## config.mk

```make
export PLATFORM = sky130hd
export DESIGN_NAME = trap_ctl_regs
export DESIGN_NICKNAME = d
export VERILOG_FILES = /design/src/rtl/trap_ctl_regs.v
export VERILOG_INCLUDE_DIRS = /design/src /design/src/inc
export SDC_FILE = /design/constraint.sdc
export NUM_CORES = 1
export LEC_CHECK = 0
export BUFFER_PORTS_ARGS = -buffer_cell sky130_fd_sc_hd__buf_2
export CAP_MARGIN = 20
export CELL_PAD_IN_SITES_DETAIL_PLACEMENT = 1
export CELL_PAD_IN_SITES_GLOBAL_PLACEMENT = 1
export CORE_MARGIN = 8
export CORE_UTILIZATION = 40
export CTS_CLUSTER_DIAMETER = 60
export DETAILED_ROUTE_END_ITERATION = 10
export PLACE_DENSITY_LB_ADDON = 0.15
export SLEW_MARGIN = 20
export SYNTH_ARGS = -nofsm -noshare
export SYNTH_HDL_FRONTEND = slang
export SYNTH_SLANG_ARGS = --single-unit
```

## constraint.sdc

```tcl
create_clock -name core_clk -period 3.79 [get_ports core_clk]
set_input_delay 0.1895 -clock core_clk [delete_from_list [all_inputs] [get_ports core_clk]]
set_output_delay 0.1895 -clock core_clk [all_outputs]
set_load 0.005 [all_outputs]
```

## src/inc/trap_ctl_defines.vh

```
// Constants for the trap and interrupt control register block
// Assumes a 32-bit AXI4-Lite slave with word-aligned registers
// Overview of operation
// Nesting disable bit blocks nested interrupts
// Nesting disabled makes priority level read-only
// Bits 14/13 flag accumulator A/B overflow
// Bits 12/11 flag catastrophic overflow A/B
// Bits 10/9 enable overflow traps A/B
// Bit 8 enables catastrophic overflow trap
// Bit 7 flags invalid accumulator shift
// Bit 6 flags divide by zero
// Bit 5 flags DMA controller error trap
// Bit 4 flags any math error trap
// Bit 3 flags address error trap
// Bit 2 flags stack error trap
// Bit 1 flags oscillator failure; bit 0 reads zero
// Alternate vector table select at bit 15
// Bit 14 shows interrupt-disable instruction active
// Bits 4..0 pick negative or positive edge
// Trap flags sticky until software writes zero
// External inputs synchronised, one request per edge
`ifndef TRAP_CTL_DEFINES_VH
`define TRAP_CTL_DEFINES_VH

// Register byte addresses
`define ADDR_CTL1      5'h00
`define ADDR_CTL2      5'h04
`define ADDR_IRQ_STAT  5'h08
`define ADDR_IRQ_MASK  5'h0c
`define ADDR_EXT_REQ   5'h10

// First control register fields
`define B_NEST_DIS     15
`define B_OVA_FLAG     14
`define B_OVB_FLAG     13
`define B_COVA_FLAG    12
`define B_COVB_FLAG    11
`define B_OVA_TE       10
`define B_OVB_TE       9
`define B_COV_TE       8
`define B_SHIFT_FLAG   7
`define B_DIV0_FLAG    6
`define B_DMA_FLAG     5
`define B_MATH_FLAG    4
`define B_ADDR_FLAG    3
`define B_STK_FLAG     2
`define B_OSC_FLAG     1
`define CTL1_FLAG_MASK 16'h78fe
`define CTL1_WR_MASK   16'h8700
`define CTL1_RST       16'h0000

// Second control register fields
`define B_ALT_VEC      15
`define B_HOLD_ACT     14
`define CTL2_WR_MASK   16'h801f
`define CTL2_RST       16'h0000

// Status register: 0 overflow trap, 1 catastrophic trap, 2 other trap, 3 ext edge
`define N_EVT          4
`define N_EXT          5
`define RESP_OKAY      2'b00
`define RESP_SLVERR    2'b10
`define ZERO32         32'h00000000

`endif

```

## src/rtl/trap_ctl_regs.v

```verilog
// Trap status, nesting control, vector select and external edge polarity
// Assumes trap sources give one-cycle pulses on core_clk; ext pins are async
`timescale 1ns/1ns
`include "trap_ctl_defines.vh"

module trap_ctl_regs (
   input  wire        core_clk,        // System clock 250 MHz
   input  wire        rst_b,           // Async reset, active low
   input  wire [4:0]  s_axi_awaddr,    // Write address
   input  wire        s_axi_awvalid,   // Write address valid
   output wire        s_axi_awready,   // Write address ready
   input  wire [31:0] s_axi_wdata,     // Write data
   input  wire [3:0]  s_axi_wstrb,     // Write strobes
   input  wire        s_axi_wvalid,    // Write data valid
   output wire        s_axi_wready,    // Write data ready
   output reg  [1:0]  s_axi_bresp,     // Write response
   output reg         s_axi_bvalid,    // Write response valid
   input  wire        s_axi_bready,    // Write response ready
   input  wire [4:0]  s_axi_araddr,    // Read address
   input  wire        s_axi_arvalid,   // Read address valid
   output wire        s_axi_arready,   // Read address ready
   output reg  [31:0] s_axi_rdata,     // Read data
   output reg  [1:0]  s_axi_rresp,     // Read response
   output reg         s_axi_rvalid,    // Read response valid
   input  wire        s_axi_rready,    // Read response ready
   input  wire        acc_a_ovf,       // Accumulator A overflow pulse
   input  wire        acc_b_ovf,       // Accumulator B overflow pulse
   input  wire        acc_a_cat_ovf,   // Accumulator A catastrophic pulse
   input  wire        acc_b_cat_ovf,   // Accumulator B catastrophic pulse
   input  wire        bad_shift_evt,   // Invalid shift pulse
   input  wire        div_zero_evt,    // Divide by zero pulse
   input  wire        dma_fault_evt,   // DMA controller error pulse
   input  wire        addr_fault_evt,  // Address error pulse
   input  wire        stack_fault_evt, // Stack error pulse
   input  wire        osc_fault_evt,   // Oscillator failure pulse
   input  wire        irq_hold_active, // Interrupt-disable instruction active
   input  wire [2:0]  ipl_wr_data,     // Core write to priority level
   input  wire        ipl_wr_en,       // Core priority level write strobe
   input  wire [4:0]  ext_irq_pin,     // External interrupt pins, async
   output reg  [2:0]  cpu_priority_level, // Current priority level
   output wire        nesting_disable, // Nesting blocked
   output wire        alt_vector_select, // Use alternate vector table
   output wire        math_trap,       // Math trap request level
   output wire [4:0]  ext_irq_req,     // Sticky external requests
   output wire        irq              // Level interrupt output
);

   ////////////////////////////////////////////////////////////////////////
   // Reset release
   reg        rst_s1_r;
   reg        rst_n_r;
   always @(posedge core_clk or negedge rst_b) begin
      if (!rst_b) begin
         rst_s1_r <= 1'b0;
         rst_n_r  <= 1'b0;
      end else begin
         rst_s1_r <= 1'b1;
         rst_n_r  <= rst_s1_r;
      end
   end

   ////////////////////////////////////////////////////////////////////////
   // Registers
   reg  [15:0] ctl1_r;
   reg  [15:0] ctl2_r;
   reg  [3:0]  stat_r;
   reg  [3:0]  mask_r;
   reg  [4:0]  ext_req_r;
   reg  [15:0] ctl1_nxt;
   reg  [3:0]  stat_nxt;
   reg  [4:0]  ext_req_nxt;

   // Byte-lane merge of 16-bit write
   function [15:0] merge16;
      input [15:0] old;
      input [31:0] wd;
      input [3:0]  st;
      begin
         merge16 = {st[1] ? wd[15:8] : old[15:8], st[0] ? wd[7:0] : old[7:0]};
      end
   endfunction

   ////////////////////////////////////////////////////////////////////////
   // Write channel: both address and data taken together
   wire wr_go = s_axi_awvalid & s_axi_wvalid & ~s_axi_bvalid;
   assign s_axi_awready = wr_go;
   assign s_axi_wready  = wr_go;
   wire [15:0] wmerge1 = merge16(ctl1_r, s_axi_wdata, s_axi_wstrb);
   wire [15:0] wmerge2 = merge16(ctl2_r, s_axi_wdata, s_axi_wstrb);
   wire wr1 = wr_go & (s_axi_awaddr == `ADDR_CTL1);
   wire wr2 = wr_go & (s_axi_awaddr == `ADDR_CTL2);
   wire wr_st = wr_go & (s_axi_awaddr == `ADDR_IRQ_STAT) & s_axi_wstrb[0];
   wire wr_mk = wr_go & (s_axi_awaddr == `ADDR_IRQ_MASK) & s_axi_wstrb[0];
   wire wr_ex = wr_go & (s_axi_awaddr == `ADDR_EXT_REQ) & s_axi_wstrb[0];
   wire wr_ok = (s_axi_awaddr == `ADDR_CTL1) | (s_axi_awaddr == `ADDR_CTL2) |
                (s_axi_awaddr == `ADDR_IRQ_STAT) | (s_axi_awaddr == `ADDR_IRQ_MASK) |
                (s_axi_awaddr == `ADDR_EXT_REQ);

   ////////////////////////////////////////////////////////////////////////
   // Trap flag sets; set wins over software clear
   reg [15:0] set1;
   always @* begin
      set1 = 16'h0000;
      set1[`B_OVA_FLAG]   = acc_a_ovf & ctl1_r[`B_OVA_TE];
      set1[`B_OVB_FLAG]   = acc_b_ovf & ctl1_r[`B_OVB_TE];
      set1[`B_COVA_FLAG]  = acc_a_cat_ovf & ctl1_r[`B_COV_TE];
      set1[`B_COVB_FLAG]  = acc_b_cat_ovf & ctl1_r[`B_COV_TE];
      set1[`B_SHIFT_FLAG] = bad_shift_evt;
      set1[`B_DIV0_FLAG]  = div_zero_evt;
      set1[`B_DMA_FLAG]   = dma_fault_evt;
      set1[`B_MATH_FLAG]  = set1[`B_OVA_FLAG] | set1[`B_OVB_FLAG] |
                            set1[`B_COVA_FLAG] | set1[`B_COVB_FLAG] |
                            bad_shift_evt | div_zero_evt;
      set1[`B_ADDR_FLAG]  = addr_fault_evt;
      set1[`B_STK_FLAG]   = stack_fault_evt;
      set1[`B_OSC_FLAG]   = osc_fault_evt;
   end

   // Next value of first control register
   always @* begin
      ctl1_nxt = ctl1_r;
      if (wr1) begin
         ctl1_nxt = (ctl1_r & ~`CTL1_WR_MASK) | (wmerge1 & `CTL1_WR_MASK);
         ctl1_nxt = ctl1_nxt & (~`CTL1_FLAG_MASK | wmerge1);
      end
      ctl1_nxt = (ctl1_nxt | set1) & ~16'h0001;
   end

   ////////////////////////////////////////////////////////////////////////
   // External interrupt synchronisers and edge detect
   reg  [4:0] ext_s1_r;
   reg  [4:0] ext_s2_r;
   reg  [4:0] ext_d_r;
   wire [4:0] ext_edge;
   genvar g;
   generate
      for (g = 0; g < `N_EXT; g = g + 1) begin : g_ext
         // Negative edge when polarity set, else positive
         assign ext_edge[g] = ctl2_r[g] ? (ext_d_r[g] & ~ext_s2_r[g])
                                        : (~ext_d_r[g] & ext_s2_r[g]);
      end
   endgenerate

   always @(posedge core_clk or negedge rst_n_r) begin
      if (!rst_n_r) begin
         ext_s1_r <= 5'h00;
         ext_s2_r <= 5'h00;
         ext_d_r  <= 5'h00;
      end else begin
         ext_s1_r <= ext_irq_pin;
         ext_s2_r <= ext_s1_r;
         ext_d_r  <= ext_s2_r;
      end
   end

   // Sticky requests, write one to clear, edge wins
   always @* begin
      ext_req_nxt = ext_req_r;
      if (wr_ex)
         ext_req_nxt = ext_req_r & ~s_axi_wdata[4:0];
      ext_req_nxt = ext_req_nxt | ext_edge;
   end

   ////////////////////////////////////////////////////////////////////////
   // Interrupt status: W1C, events win
   wire [3:0] evt = {|ext_edge,
                     set1[`B_SHIFT_FLAG] | set1[`B_DIV0_FLAG] | set1[`B_DMA_FLAG] |
                     set1[`B_ADDR_FLAG] | set1[`B_STK_FLAG] | set1[`B_OSC_FLAG],
                     set1[`B_COVA_FLAG] | set1[`B_COVB_FLAG],
                     set1[`B_OVA_FLAG] | set1[`B_OVB_FLAG]};
   always @* begin
      stat_nxt = stat_r;
      if (wr_st)
         stat_nxt = stat_r & ~s_axi_wdata[3:0];
      stat_nxt = stat_nxt | evt;
   end
   assign irq = |(stat_r & mask_r);

   ////////////////////////////////////////////////////////////////////////
   // State registers
   always @(posedge core_clk or negedge rst_n_r) begin
      if (!rst_n_r) begin
         ctl1_r    <= `CTL1_RST;
         ctl2_r    <= `CTL2_RST;
         stat_r    <= 4'h0;
         mask_r    <= 4'h0;
         ext_req_r <= 5'h00;
         cpu_priority_level <= 3'h0;
      end else begin
         ctl1_r    <= ctl1_nxt;
         stat_r    <= stat_nxt;
         ext_req_r <= ext_req_nxt;
         if (wr2)
            ctl2_r <= wmerge2 & `CTL2_WR_MASK;
         if (wr_mk)
            mask_r <= s_axi_wdata[3:0];
         if (ipl_wr_en & ~ctl1_r[`B_NEST_DIS])
            cpu_priority_level <= ipl_wr_data;
      end
   end

   assign nesting_disable   = ctl1_r[`B_NEST_DIS];
   assign alt_vector_select = ctl2_r[`B_ALT_VEC];
   assign math_trap         = ctl1_r[`B_MATH_FLAG];
   assign ext_irq_req       = ext_req_r;

   ////////////////////////////////////////////////////////////////////////
   // Write response
   always @(posedge core_clk or negedge rst_n_r) begin
      if (!rst_n_r) begin
         s_axi_bvalid <= 1'b0;
         s_axi_bresp  <= `RESP_OKAY;
      end else if (wr_go) begin
         s_axi_bvalid <= 1'b1;
         s_axi_bresp  <= wr_ok ? `RESP_OKAY : `RESP_SLVERR;
      end else if (s_axi_bready) begin
         s_axi_bvalid <= 1'b0;
      end
   end

   ////////////////////////////////////////////////////////////////////////
   // Read channel
   assign s_axi_arready = ~s_axi_rvalid;
   always @(posedge core_clk or negedge rst_n_r) begin
      if (!rst_n_r) begin
         s_axi_rvalid <= 1'b0;
         s_axi_rdata  <= `ZERO32;
         s_axi_rresp  <= `RESP_OKAY;
      end else if (s_axi_arvalid & ~s_axi_rvalid) begin
         s_axi_rvalid <= 1'b1;
         s_axi_rresp  <= `RESP_OKAY;
         case (s_axi_araddr)
            `ADDR_CTL1:     s_axi_rdata <= {16'h0000, ctl1_r};
            `ADDR_CTL2:     s_axi_rdata <= {16'h0000, ctl2_r[15], irq_hold_active,
                                            ctl2_r[13:0]};
            `ADDR_IRQ_STAT: s_axi_rdata <= {28'h0000000, stat_r};
            `ADDR_IRQ_MASK: s_axi_rdata <= {28'h0000000, mask_r};
            `ADDR_EXT_REQ:  s_axi_rdata <= {27'h0000000, ext_req_r};
            default: begin
               s_axi_rdata <= `ZERO32;
               s_axi_rresp <= `RESP_SLVERR;
            end
         endcase
      end else if (s_axi_rready) begin
         s_axi_rvalid <= 1'b0;
      end
   end

endmodule

```

==> results of run 1 <==
cells by family after synthesis:
group / count (synthesis) / synth area share (%)
compound gates: 54 / 11.2
buf+inv: 30 / 6.57
flops: 74 / 58.2
mux: 26 / 10.2
other cells: 2 / 0.236
simple gates: 81 / 13.6
report_power, final:
group / internal, W / switching [W]
registers: 0.000847 / 0.0000428
clock network: 0.000303 / 0.000299
logic: 0.0000885 / 0.0000969
flip-flops by register name (all words and copies together), names as in the netlist:
register            count
cpu_priority_level      3
ctl1_r                 15
ctl2_r                  6
ext_d_r                 5
ext_irq_req             5
ext_s1_r                5
ext_s2_r                5
mask_r                  4
rst_n_r                 1
rst_s1_r                1
s_axi_bresp             1
s_axi_bvalid            1
s_axi_rdata            16
s_axi_rresp             1
s_axi_rvalid            1
stat_r                  4
how the worst max path moves through the flow:
stage / startpoint / end / slack [ns] / cells after the start
after global routing: s_axi_rvalid$_DFFE_PN0P_ / s_axi_rdata[4]$_DFFE_PN0P_ / 1.42 / 4
after CTS: s_axi_rvalid$_DFFE_PN0P_ / s_axi_rdata[0]$_DFFE_PN0P_ / 1.71 / 4
after detailed placement: s_axi_rvalid$_DFFE_PN0P_ / s_axi_rdata[4]$_DFFE_PN0P_ / 1.73 / 4
after floorplan: rst_n_r$_DFF_PN0_ / cpu_priority_level[0]$_DFFE_PN0P_ / 1.58 / 0
after global placement: s_axi_rvalid$_DFFE_PN0P_ / s_axi_rdata[0]$_DFFE_PN0P_ / 1.78 / 4
final: s_axi_rvalid$_DFFE_PN0P_ / s_axi_rdata[4]$_DFFE_PN0P_ / 1.74 / 4
stage by stage:
| stage | instance area [µm²] | hold slack, ns | total power, W | instances |
|---|---|---|---|---|
| 6_report | 3880 | 0.0335 | 0.00168 | 472 |
| 5_1_grt | 3880 | 0.0304 | 0.00177 | 472 |
| 4_1_cts | 3880 | 0.0220 | 0.00170 | 472 |
| 3_5_place_dp | 3630 | -0.0230 | 0.00109 | 450 |
| 3_3_place_gp | 3630 | -0.0249 | 0.00108 | 450 |
| 2_1_floorplan | 3240 | -0.106 | 0.00101 | 284 |
synth_stat cells, drive strengths merged (3+ instances only):
cell,number
nand4,4
nor2b,3
inv,4
nand2b,11
a22oi,3
mux2,18
a21oi,5
buf,24
nor2,9
a22o,10
nand3,7
dfrtp,74
and3,4
a21o,7
nor3,4
mux2i,6
nand2,30
o22ai,3
o21ai,21
layer usage:
metal	share of wire, %	vias up
li1	-	1098
met5	0	-
met2	50	65
met3	5.8	8
met1	43	1183
met4	0.83	0
repair_timing:
action | in CTS | in global routing
hold buffers | 6 | 0
setup buffers | 0 | 0
hold endpoints to repair | 7 | 0
gates resized for setup | 0 | 0
cell type report:
class	instances	area share, %
sequential	74	47.7
clock buffer	9	3.19
multi-input combinational	180	30.4
timing repair buffer	96	13.2
clock inverter	7	1.80
tap	102	3.29
inverter	4	0.386
==> metrics, run 1 <==
GR Layer Usage met1 between 10% and 20%; Synth Area per Inst approximately 12 µm²; endpoints failing setup 0; Peak VDD IR approximately 0.00024 V; NumNets Final between 400 and 500; Post-synth EDFFs 0; Gate Count Post-Synth 267; hold_sp s_axi_rready; GR Layer Usage met3 about 5.3%; area of the multi-input gates 1180 µm²; First-pass DRT Iterations 6; hold crit path type input pin to flop; total wire length ~8.3 mm; Final Hold Vio Count 0; register area 1850 µm²; reg2reg end s_axi_rdata[4]$_DFFE_PN0P_; drt wl/cell approximately 18 µm; max incr delay on CP approximately 0.67 ns; post-place setup slack roughly 1.7 ns; Required @ worst endpoint approximately 4.1 ns; area delta synth->final 22.2%; r2r worst-path depth 4; Clock Root Buffer clkbuf_8; GRT overflow 0; Max Clk Rate between 0.4 and 0.5 GHz; clock-pin slew on the worst setup and hold paths 0.08 ns; die area approximately 11,000 µm²; setup_tns 0 ns; initial antenna violation count 0; met2 GRT Util 26.2%; number of global-route vias before repair roughly 2,700; Vias around 2,400; Slew headroom a little over a third; Setup CP Type flop to flop; share of cells above drive strength 1 35.4%; H-tree depth 3; busiest grt layer met2; sequential area share after synthesis 58.2%; post-layout util between 50% and 60%; Slew Limit Fails 0; crit path time final ~2.1 ns; Pleak roughly 1.9 nW; DRT iter0 DRCs a little over 60; Final WS setup roughly 1.7 ns; yosys synthesis warning count 0; clk sinks 74; Max Clock Skew around 0.0057 ns; worst-path cell chain nand2b_1 > nor3_1 > nand2_1 > o21ai_0; Yosys top cell area share between 50% and 60%; Tcrit/Tclk final between 50% and 60%; worst-skew pair later-pin latency ~0.34 ns; TritonCTS clock tree yes; Synth Flop Type dfrtp_1; Die X about 110 µm; CP Capture Type flop; Synth area leaders dfrtp_1 58%, mux2_2 5.0%, buf_4 4.5%; Routed Antenna Nets 0; number of remaining DRC errors 0; die height 105 µm; vias per inst 4.99; Critical path buffers and inverters 0; commonest non-fill, non-tap cell in the layout buf_2; largest net degree at the start of global routing 40; HPWL Detailed 6.55 mm; initial core utilization approximately two fifths; CP Max Fanout 23; Worst-Margin Slew just under 1 ns; status finished, final reports clean; clock buffer depth 2; first-pass GRT wire length around 14 mm; Core Region about 7700 µm²; Yosys reg bits 74; CP max stage cell nor3_1; RSZ-0062 raised after global routing false; Fill cells approximately 900; Syn Std Cell Area 3180 µm²; r2r startpoint s_axi_rvalid$_DFFE_PN0P_; Crit path arrival time 2.32 ns; area leader, netlist dfrtp_1; CP top delay family simple AND/OR/NAND/NOR gates; Num CTS Buffers 9; diode count 0; RD Place Congestion 0.784; hold depth 2; commonest non-fill, non-tap cells in the layout 89 x buf_2, 73 x dfrtp_1, 30 x nand2_1, 21 x o21ai_0, 19 x conb_1; max_cap viols 0; Setup crit start kind flop; flop-to-flop setup slack 1.74 ns; power density over the cells ~430 nW/µm²; IO Port Bufs 89; total track usage 15.7%; Top Ports 126; Distinct cells, synth 38; Core Rows 32; Hold Path Sink s_axi_rvalid$_DFFE_PN0P_; Async S/R FF share, synth 100%
Power figures use the tool's default switching activity.
==> inputs of run 2 (changes only) <==
--- a/config.mk
+++ b/config.mk
@@ -11,7 +11,7 @@
 export CELL_PAD_IN_SITES_DETAIL_PLACEMENT = 1
 export CELL_PAD_IN_SITES_GLOBAL_PLACEMENT = 1
 export CORE_MARGIN = 8
-export CORE_UTILIZATION = 40
+export CORE_UTILIZATION = 37
 export CTS_CLUSTER_DIAMETER = 60
 export DETAILED_ROUTE_END_ITERATION = 10
 export PLACE_DENSITY_LB_ADDON = 0.15
==> constraint.sdc (replaced) <==
create_clock -name core_clk -period 1.9 [get_ports core_clk]
set_input_delay 0.095 -clock core_clk [delete_from_list [all_inputs] [get_ports core_clk]]
set_output_delay 0.095 -clock core_clk [all_outputs]
set_load 0.005 [all_outputs]
==> run 2 against run 1 <==
- cell area is 8.3% higher
- wire length is 3.5% higher
- maximum frequency is 23% higher
- via count is 4.6% higher
- worst setup slack worse by 1.5 ns
- critical path depth stayed put
- sequential power is 98% higher
- critical endpoint is now ctl1_r[11]$_DFF_PN0_
- highest routed layer unchanged
==> metrics, run 2 (synthesized netlist as in run 1, its figures left out) <==
clk sinks 74 (unchanged); GRT overflow 0 (unchanged); total track usage 15.2% (-0.56 points); max_cap viols 0 (unchanged); IO Port Bufs 89 (unchanged); RSZ-0062 raised after global routing false; die area 11,800 µm² (+6.9%); Worst Setup SP s_axi_bvalid$_DFFE_PN0P_; Flop pwr share 49.3% (-3.7 points); Vias 2,463 (+4.6%); Largest regs s_axi_rdata (16), ctl1_r (15), ctl2_r (6); Pleak 2.00 nW (+7.4%); Core Region 8510 µm² (+10%); status finished, final reports clean; HPWL Detailed 6.42 mm (-2.1%); hold_sp s_axi_wdata[12]; Setup CP Type flop to flop; share of cells above drive strength 1 33.8% (-1.6 points); setup bufs post-CTS 0 (unchanged); area delta synth->final 32.3%; Post-CTS Hold Fix Bufs 31 (+25); CP Capture Type flop; commonest non-fill, non-tap cell in the layout buf_2; Core Rows 34 (+6.3%); first-pass GRT wire length 13.8 mm (-0.55%); commonest non-fill, non-tap cells in the layout 89 x buf_2, 73 x dfrtp_1, 31 x dlygate4sd3_1, 30 x nand2_1, 21 x o21ai_0; post-layout util 49.4% (-0.83 points); total wire length 8.61 mm (+3.5%); post_cts resized 0 (unchanged); P_int 0.00268 W (+120%); Comb pwr share 12.1% (+1.0 points); CP Max Fanout 8 (-65%); post-place setup slack 0.270 ns (-1.46 ns); Peak VDD IR 0.000302 V (+28%); Max Clk Rate 0.600 GHz (+23%); Routed Antenna Nets 0 (unchanged); Slew headroom 62.1% (+27 points); clock power share 38.6% (+2.7 points); diode count 0 (unchanged); Fill cells 958 (+5.4%); Tcrit/Tclk final 87.7% (+34 points); Post-Layout Cell Count 507 (+7.4%); Largest Register s_axi_rdata; Num CTS Buffers 9 (unchanged); Slew Limit Fails 0 (unchanged); max reg flops 16 (unchanged); number of global-route vias before repair 2,646 (-0.15%); drt wl/cell 17.0 µm (-3.6%); Setup crit start kind flop; worst-skew pair later-pin latency 0.34 ns (about the same); Final Hold Vio Count 0 (unchanged); NumNets Final 467 (+6.6%); crit path time final 1.67 ns (-0.387 ns); Die X 109 µm (+3.4%); Placed Cells 460 (+2.2%); setup_tns 0 ns (unchanged); power density over the cells 850 nW/µm² (+97%); clock buffer depth 2 (unchanged); r2r startpoint s_axi_bvalid$_DFFE_PN0P_; Crit path arrival time 1.89 ns (-0.43 ns); clock-pin slew on the worst setup and hold paths 0.08 ns (about the same); DRT iter0 DRCs 95 (+53%); hold depth 3 (+1); First-pass DRT Iterations 4 (-2); initial antenna violation count 0 (unchanged); H-tree depth 3 (unchanged); Worst-Margin Slew 0.569 ns (-0.409 ns); endpoints failing setup 0 (unchanged); number of remaining DRC errors 0 (unchanged); sw power 0.000891 W (+100%); RD Place Congestion 0.754 (-3.9%); initial core utilization 37.4% (-3.8 points); TritonCTS clock tree yes; largest net degree at the start of global routing 45 (+13%); Top Ports 126 (unchanged); r2r worst-path depth 4 (unchanged); hold crit path type input pin to flop; Net Sw Frac 24.9% (-1.2 points); vias per inst 4.86 (-2.6%); worst hold slack 0.0308 ns (-0.00272 ns); Clock Root Buffer clkbuf_8; Max Clock Skew 0.00914 ns (+0.00344 ns); die height 109 µm (+3.4%); Final WS setup 0.233 ns (-1.50 ns); Required @ worst endpoint 2.13 ns (-1.93 ns)
run 2: cell count changes in the layout (fill, tap and decap cells not counted):
cell	delta
buf_4	+4
clkinv_2	-2
dlygate4sd3_1	+25
bufinv_16	+1
clkbuf_8	+1
run 2: path summary, 6_finish.rpt:
path | endpoint | slack [ns]
max | ctl1_r[11]$_DFF_PN0_ | 0.23
min | ctl1_r[12]$_DFF_PN0_ | 0.03
max reg2reg | ctl1_r[11]$_DFF_PN0_ | 0.23
min reg2reg | s_axi_bvalid$_DFFE_PN0P_ | 0.28
max in group asynchronous | ctl2_r[15]$_DFFE_PN0P_ | 1.14
min in group asynchronous | rst_s1_r$_DFF_PN0_ | 0.06
run 2: worst max-delay path, stage by stage (launching register included):
cell	delay (ns)
dfrtp_1	0.39
and3b_1	0.30
nand4_1	0.39
o21ai_0	0.38
nand2_1	0.09
run 2: power groups by stage:
stage / logic, W / registers (W) / clock network [W]
floorplan: 0.000214 / 0.00180 / 0
detailed placement: 0.000385 / 0.00179 / 0
global route: 0.000489 / 0.00178 / 0.00148
finish: 0.000433 / 0.00176 / 0.00138
global placement: 0.000376 / 0.00179 / 0
CTS: 0.000439 / 0.00176 / 0.00141
run 2: per-layer routing:
layer	track usage, %	vias to the layer above	routed length [µm]
li1	-	1160	-
met1	19.2	1233	3810
met2	24.1	61	4250
met3	3.72	9	441
met4	6.55	0	102
met5	0	-	0
run 2: stage by stage:
step / cell area [µm²] / total power [W]
6_report: 4210 / 0.00357
2_1_floorplan: 3240 / 0.00201
3_3_place_gp: 3670 / 0.00216
3_5_place_dp: 3670 / 0.00218
5_1_grt: 4210 / 0.00375
4_1_cts: 4210 / 0.00361
run 2: area by class of cell:
type | instances | area, µm² | area share, %
Clock buffer | 10 | 138 | 3.27
Clock inverter | 6 | 90.1 | 2.14
Inverter | 4 | 15.0 | 0.357
Multi-Input combinational cell | 180 | 1180 | 28.1
Sequential cell | 74 | 1850 | 44.1
Tap cell | 108 | 135 | 3.21
Timing Repair Buffer | 125 | 793 | 18.9
==> inputs of run 3 (changes only) <==
--- a/config.mk
+++ b/config.mk
@@ -11,7 +11,7 @@
 export CELL_PAD_IN_SITES_DETAIL_PLACEMENT = 1
 export CELL_PAD_IN_SITES_GLOBAL_PLACEMENT = 1
 export CORE_MARGIN = 8
-export CORE_UTILIZATION = 37
+export CORE_UTILIZATION = 40
 export CTS_CLUSTER_DIAMETER = 60
 export DETAILED_ROUTE_END_ITERATION = 10
 export PLACE_DENSITY_LB_ADDON = 0.15
==> constraint.sdc (replaced) <==
create_clock -name core_clk -period 2 [get_ports core_clk]
set_input_delay 0.1 -clock core_clk [delete_from_list [all_inputs] [get_ports core_clk]]
set_output_delay 0.1 -clock core_clk [all_outputs]
set_load 0.005 [all_outputs]
==> run 3 against run 2 <==
- maximum frequency rose by 1.6%
- via count is 0.37% higher
- non-clock buffer count decreased by 5
- register-to-register slack gained 0.13 ns
- highest routed layer unchanged
- core utilization rose by 3.7 points
- first-iteration DRC count fell by 28%
- critical endpoint is now mask_r[0]$_DFFE_PN0P_
- sequential power is 5% lower
==> metrics, run 3 (synthesized netlist as in run 1, its figures left out) <==
drt wl/cell 17.5 µm (+2.8%); CP Max Fanout 6 (-2); TritonCTS clock tree yes; Setup crit start kind flop; Required @ worst endpoint 2.23 ns (+0.10 ns); hold_sp s_axi_wdata[7]; Slew headroom 62.7% (+0.62 points); DRT iter0 DRCs 68 (-28%); max reg flops 16 (unchanged); die area 11,100 µm² (-6.4%); status finished, final reports clean; vias per inst 4.98 (+2.6%); max incr delay on CP 0.40 ns (about the same); Crit path arrival time 1.86 ns (-0.03 ns); Routed Antenna Nets 0 (unchanged); Vias 2,472 (+0.37%); share of cells above drive strength 1 33.5% (-0.33 points); setup bufs post-CTS 0 (unchanged); area delta synth->final 29.2%; Worst Setup SP s_axi_bvalid$_DFFE_PN0P_; commonest non-fill, non-tap cells in the layout 89 x buf_2, 73 x dfrtp_1, 30 x nand2_1, 27 x dlygate4sd3_1, 21 x o21ai_0; initial core utilization 41.1% (+3.8 points); IO Port Bufs 89 (unchanged); Max Clk Rate 0.610 GHz (+1.6%); number of global-route vias before repair 2,820 (+6.6%); r2r startpoint s_axi_bvalid$_DFFE_PN0P_; RSZ-0062 raised after global routing false; diode count 0 (unchanged); first-pass GRT wire length 14.3 mm (+3.5%); clock buffer depth 2 (unchanged); die height 105 µm (-3.3%); H-tree depth 3 (unchanged); Num CTS Buffers 9 (unchanged); clk sinks 74 (unchanged); hold crit path type input pin to flop; Setup CP Type flop to flop; area of the multi-input gates 1180 µm² (unchanged); worst-skew pair later-pin latency 0.34 ns (about the same); Core Region 7730 µm² (-9.2%); Peak VDD IR 0.000295 V (-2.2%); Critical path buffers and inverters 0 (unchanged); largest net degree at the start of global routing 46 (+2.2%); commonest non-fill, non-tap cell in the layout buf_2; register area 1850 µm² (unchanged); HPWL Detailed 6.43 mm (+0.18%); Critical Path Most Common Cell and3_4; max_cap viols 0 (unchanged); Die X 105 µm (-3.3%); initial antenna violation count 0 (unchanged); Top Ports 126 (unchanged); GRT overflow 0 (unchanged); Slew Limit Fails 0 (unchanged); Final Hold Vio Count 0 (unchanged); Pleak 1.96 nW (-2.0%); endpoints failing setup 0 (unchanged); Largest regs s_axi_rdata (16), ctl1_r (15), ctl2_r (6); flop-to-flop setup slack 0.36 ns (+0.13 ns); worst hold slack 0.0136 ns (-0.0172 ns); Tcrit/Tclk final 82.0% (-5.7 points); total track usage 16.1% (+0.97 points); RD Place Congestion 0.787 (+4.4%); Fill cells 886 (-7.5%); Max Clock Skew 0.00867 ns (-0.000468 ns); crit path time final 1.64 ns (-0.0269 ns); clock-pin slew on the worst setup and hold paths 0.08 ns (about the same); total wire length 8.66 mm (+0.60%); CP top delay family simple AND/OR/NAND/NOR gates; Largest Register s_axi_rdata; Worst-Margin Slew 0.556 ns (-0.0136 ns); CP Capture Type flop; Clock Root Buffer clkbuf_8; Core Rows 32 (-5.9%); NumNets Final 462 (-1.1%); setup_tns 0 ns (unchanged); CP max stage cell dfrtp_1; worst-path cell chain and3b_1 > and3_4 > and3_4 > mux2_4; First-pass DRT Iterations 4 (unchanged); number of remaining DRC errors 0 (unchanged); post-layout util 53.2% (+3.7 points); power density over the cells 758 nW/µm² (-11%)
-- run 3: cell count changes in the layout (fill, tap and decap cells not counted), sizes merged --
cell / previous run / this run
dlygate4sd3: 31 / 27
bufinv: 2 / 0
clkbuf: 10 / 12
buf: 94 / 93
clkinv: 3 / 4
clkinvlp: 1 / 0
-- run 3: tightest hold or removal path: stages --
cell      delay [ns]
buf_2           0.08
o21ai_0         0.07
nand2b_1        0.07
-- run 3: cell type report --
type,count,share of cell area [%]
multi-input combinational,180,28.8
inverter,4,0.365
sequential,74,45.1
timing repair buffer,120,18.5
clock inverter,4,0.670
tap,102,3.11
clock buffer,12,3.53
-- run 3: timing repair --
item | in CTS | in global routing
hold buffers | 27 | 0
gates resized for setup | 0 | 0
hold endpoints to repair | 27 | 0
-- run 3: worst paths after layout --
kind | end | cells after the start
max | mask_r[0]$_DFFE_PN0P_ | 4
min | ctl1_r[7]$_DFF_PN0_ | 3
max reg2reg | mask_r[0]$_DFFE_PN0P_ | 4
min reg2reg | s_axi_rdata[12]$_DFFE_PN0P_ | 1
max in group asynchronous | ext_s2_r[1]$_DFF_PN0_ | 1
min in group asynchronous | rst_s1_r$_DFF_PN0_ | 2
-- run 3: stage by stage --
stage	cells	worst slack (ns)	total power (W)	instance area, µm²
after global placement	453	0.412	0.00206	3670
after CTS	496	0.371	0.00316	4110
after floorplan	284	0.318	0.00191	3240
final	496	0.360	0.00311	4110
after detailed placement	453	0.391	0.00207	3670
after global routing	496	0.205	0.00327	4110
-- run 3: metal layers --
metal	global-route usage (%)	wire length, µm	part of all wire, %
met2	26.3	4270	49
met5	0	0	0
met4	6.73	193	2.2
met3	4.91	504	5.8
met1	19.4	3690	43
-- run 3: power by group --
| part | switching (W) | internal, W |
|---|---|---|
| clock | 0.000547 | 0.000486 |
| combinational | 0.000206 | 0.000203 |
| sequential | 0.0000677 | 0.00160 |
| total | 0.000821 | 0.00229 |
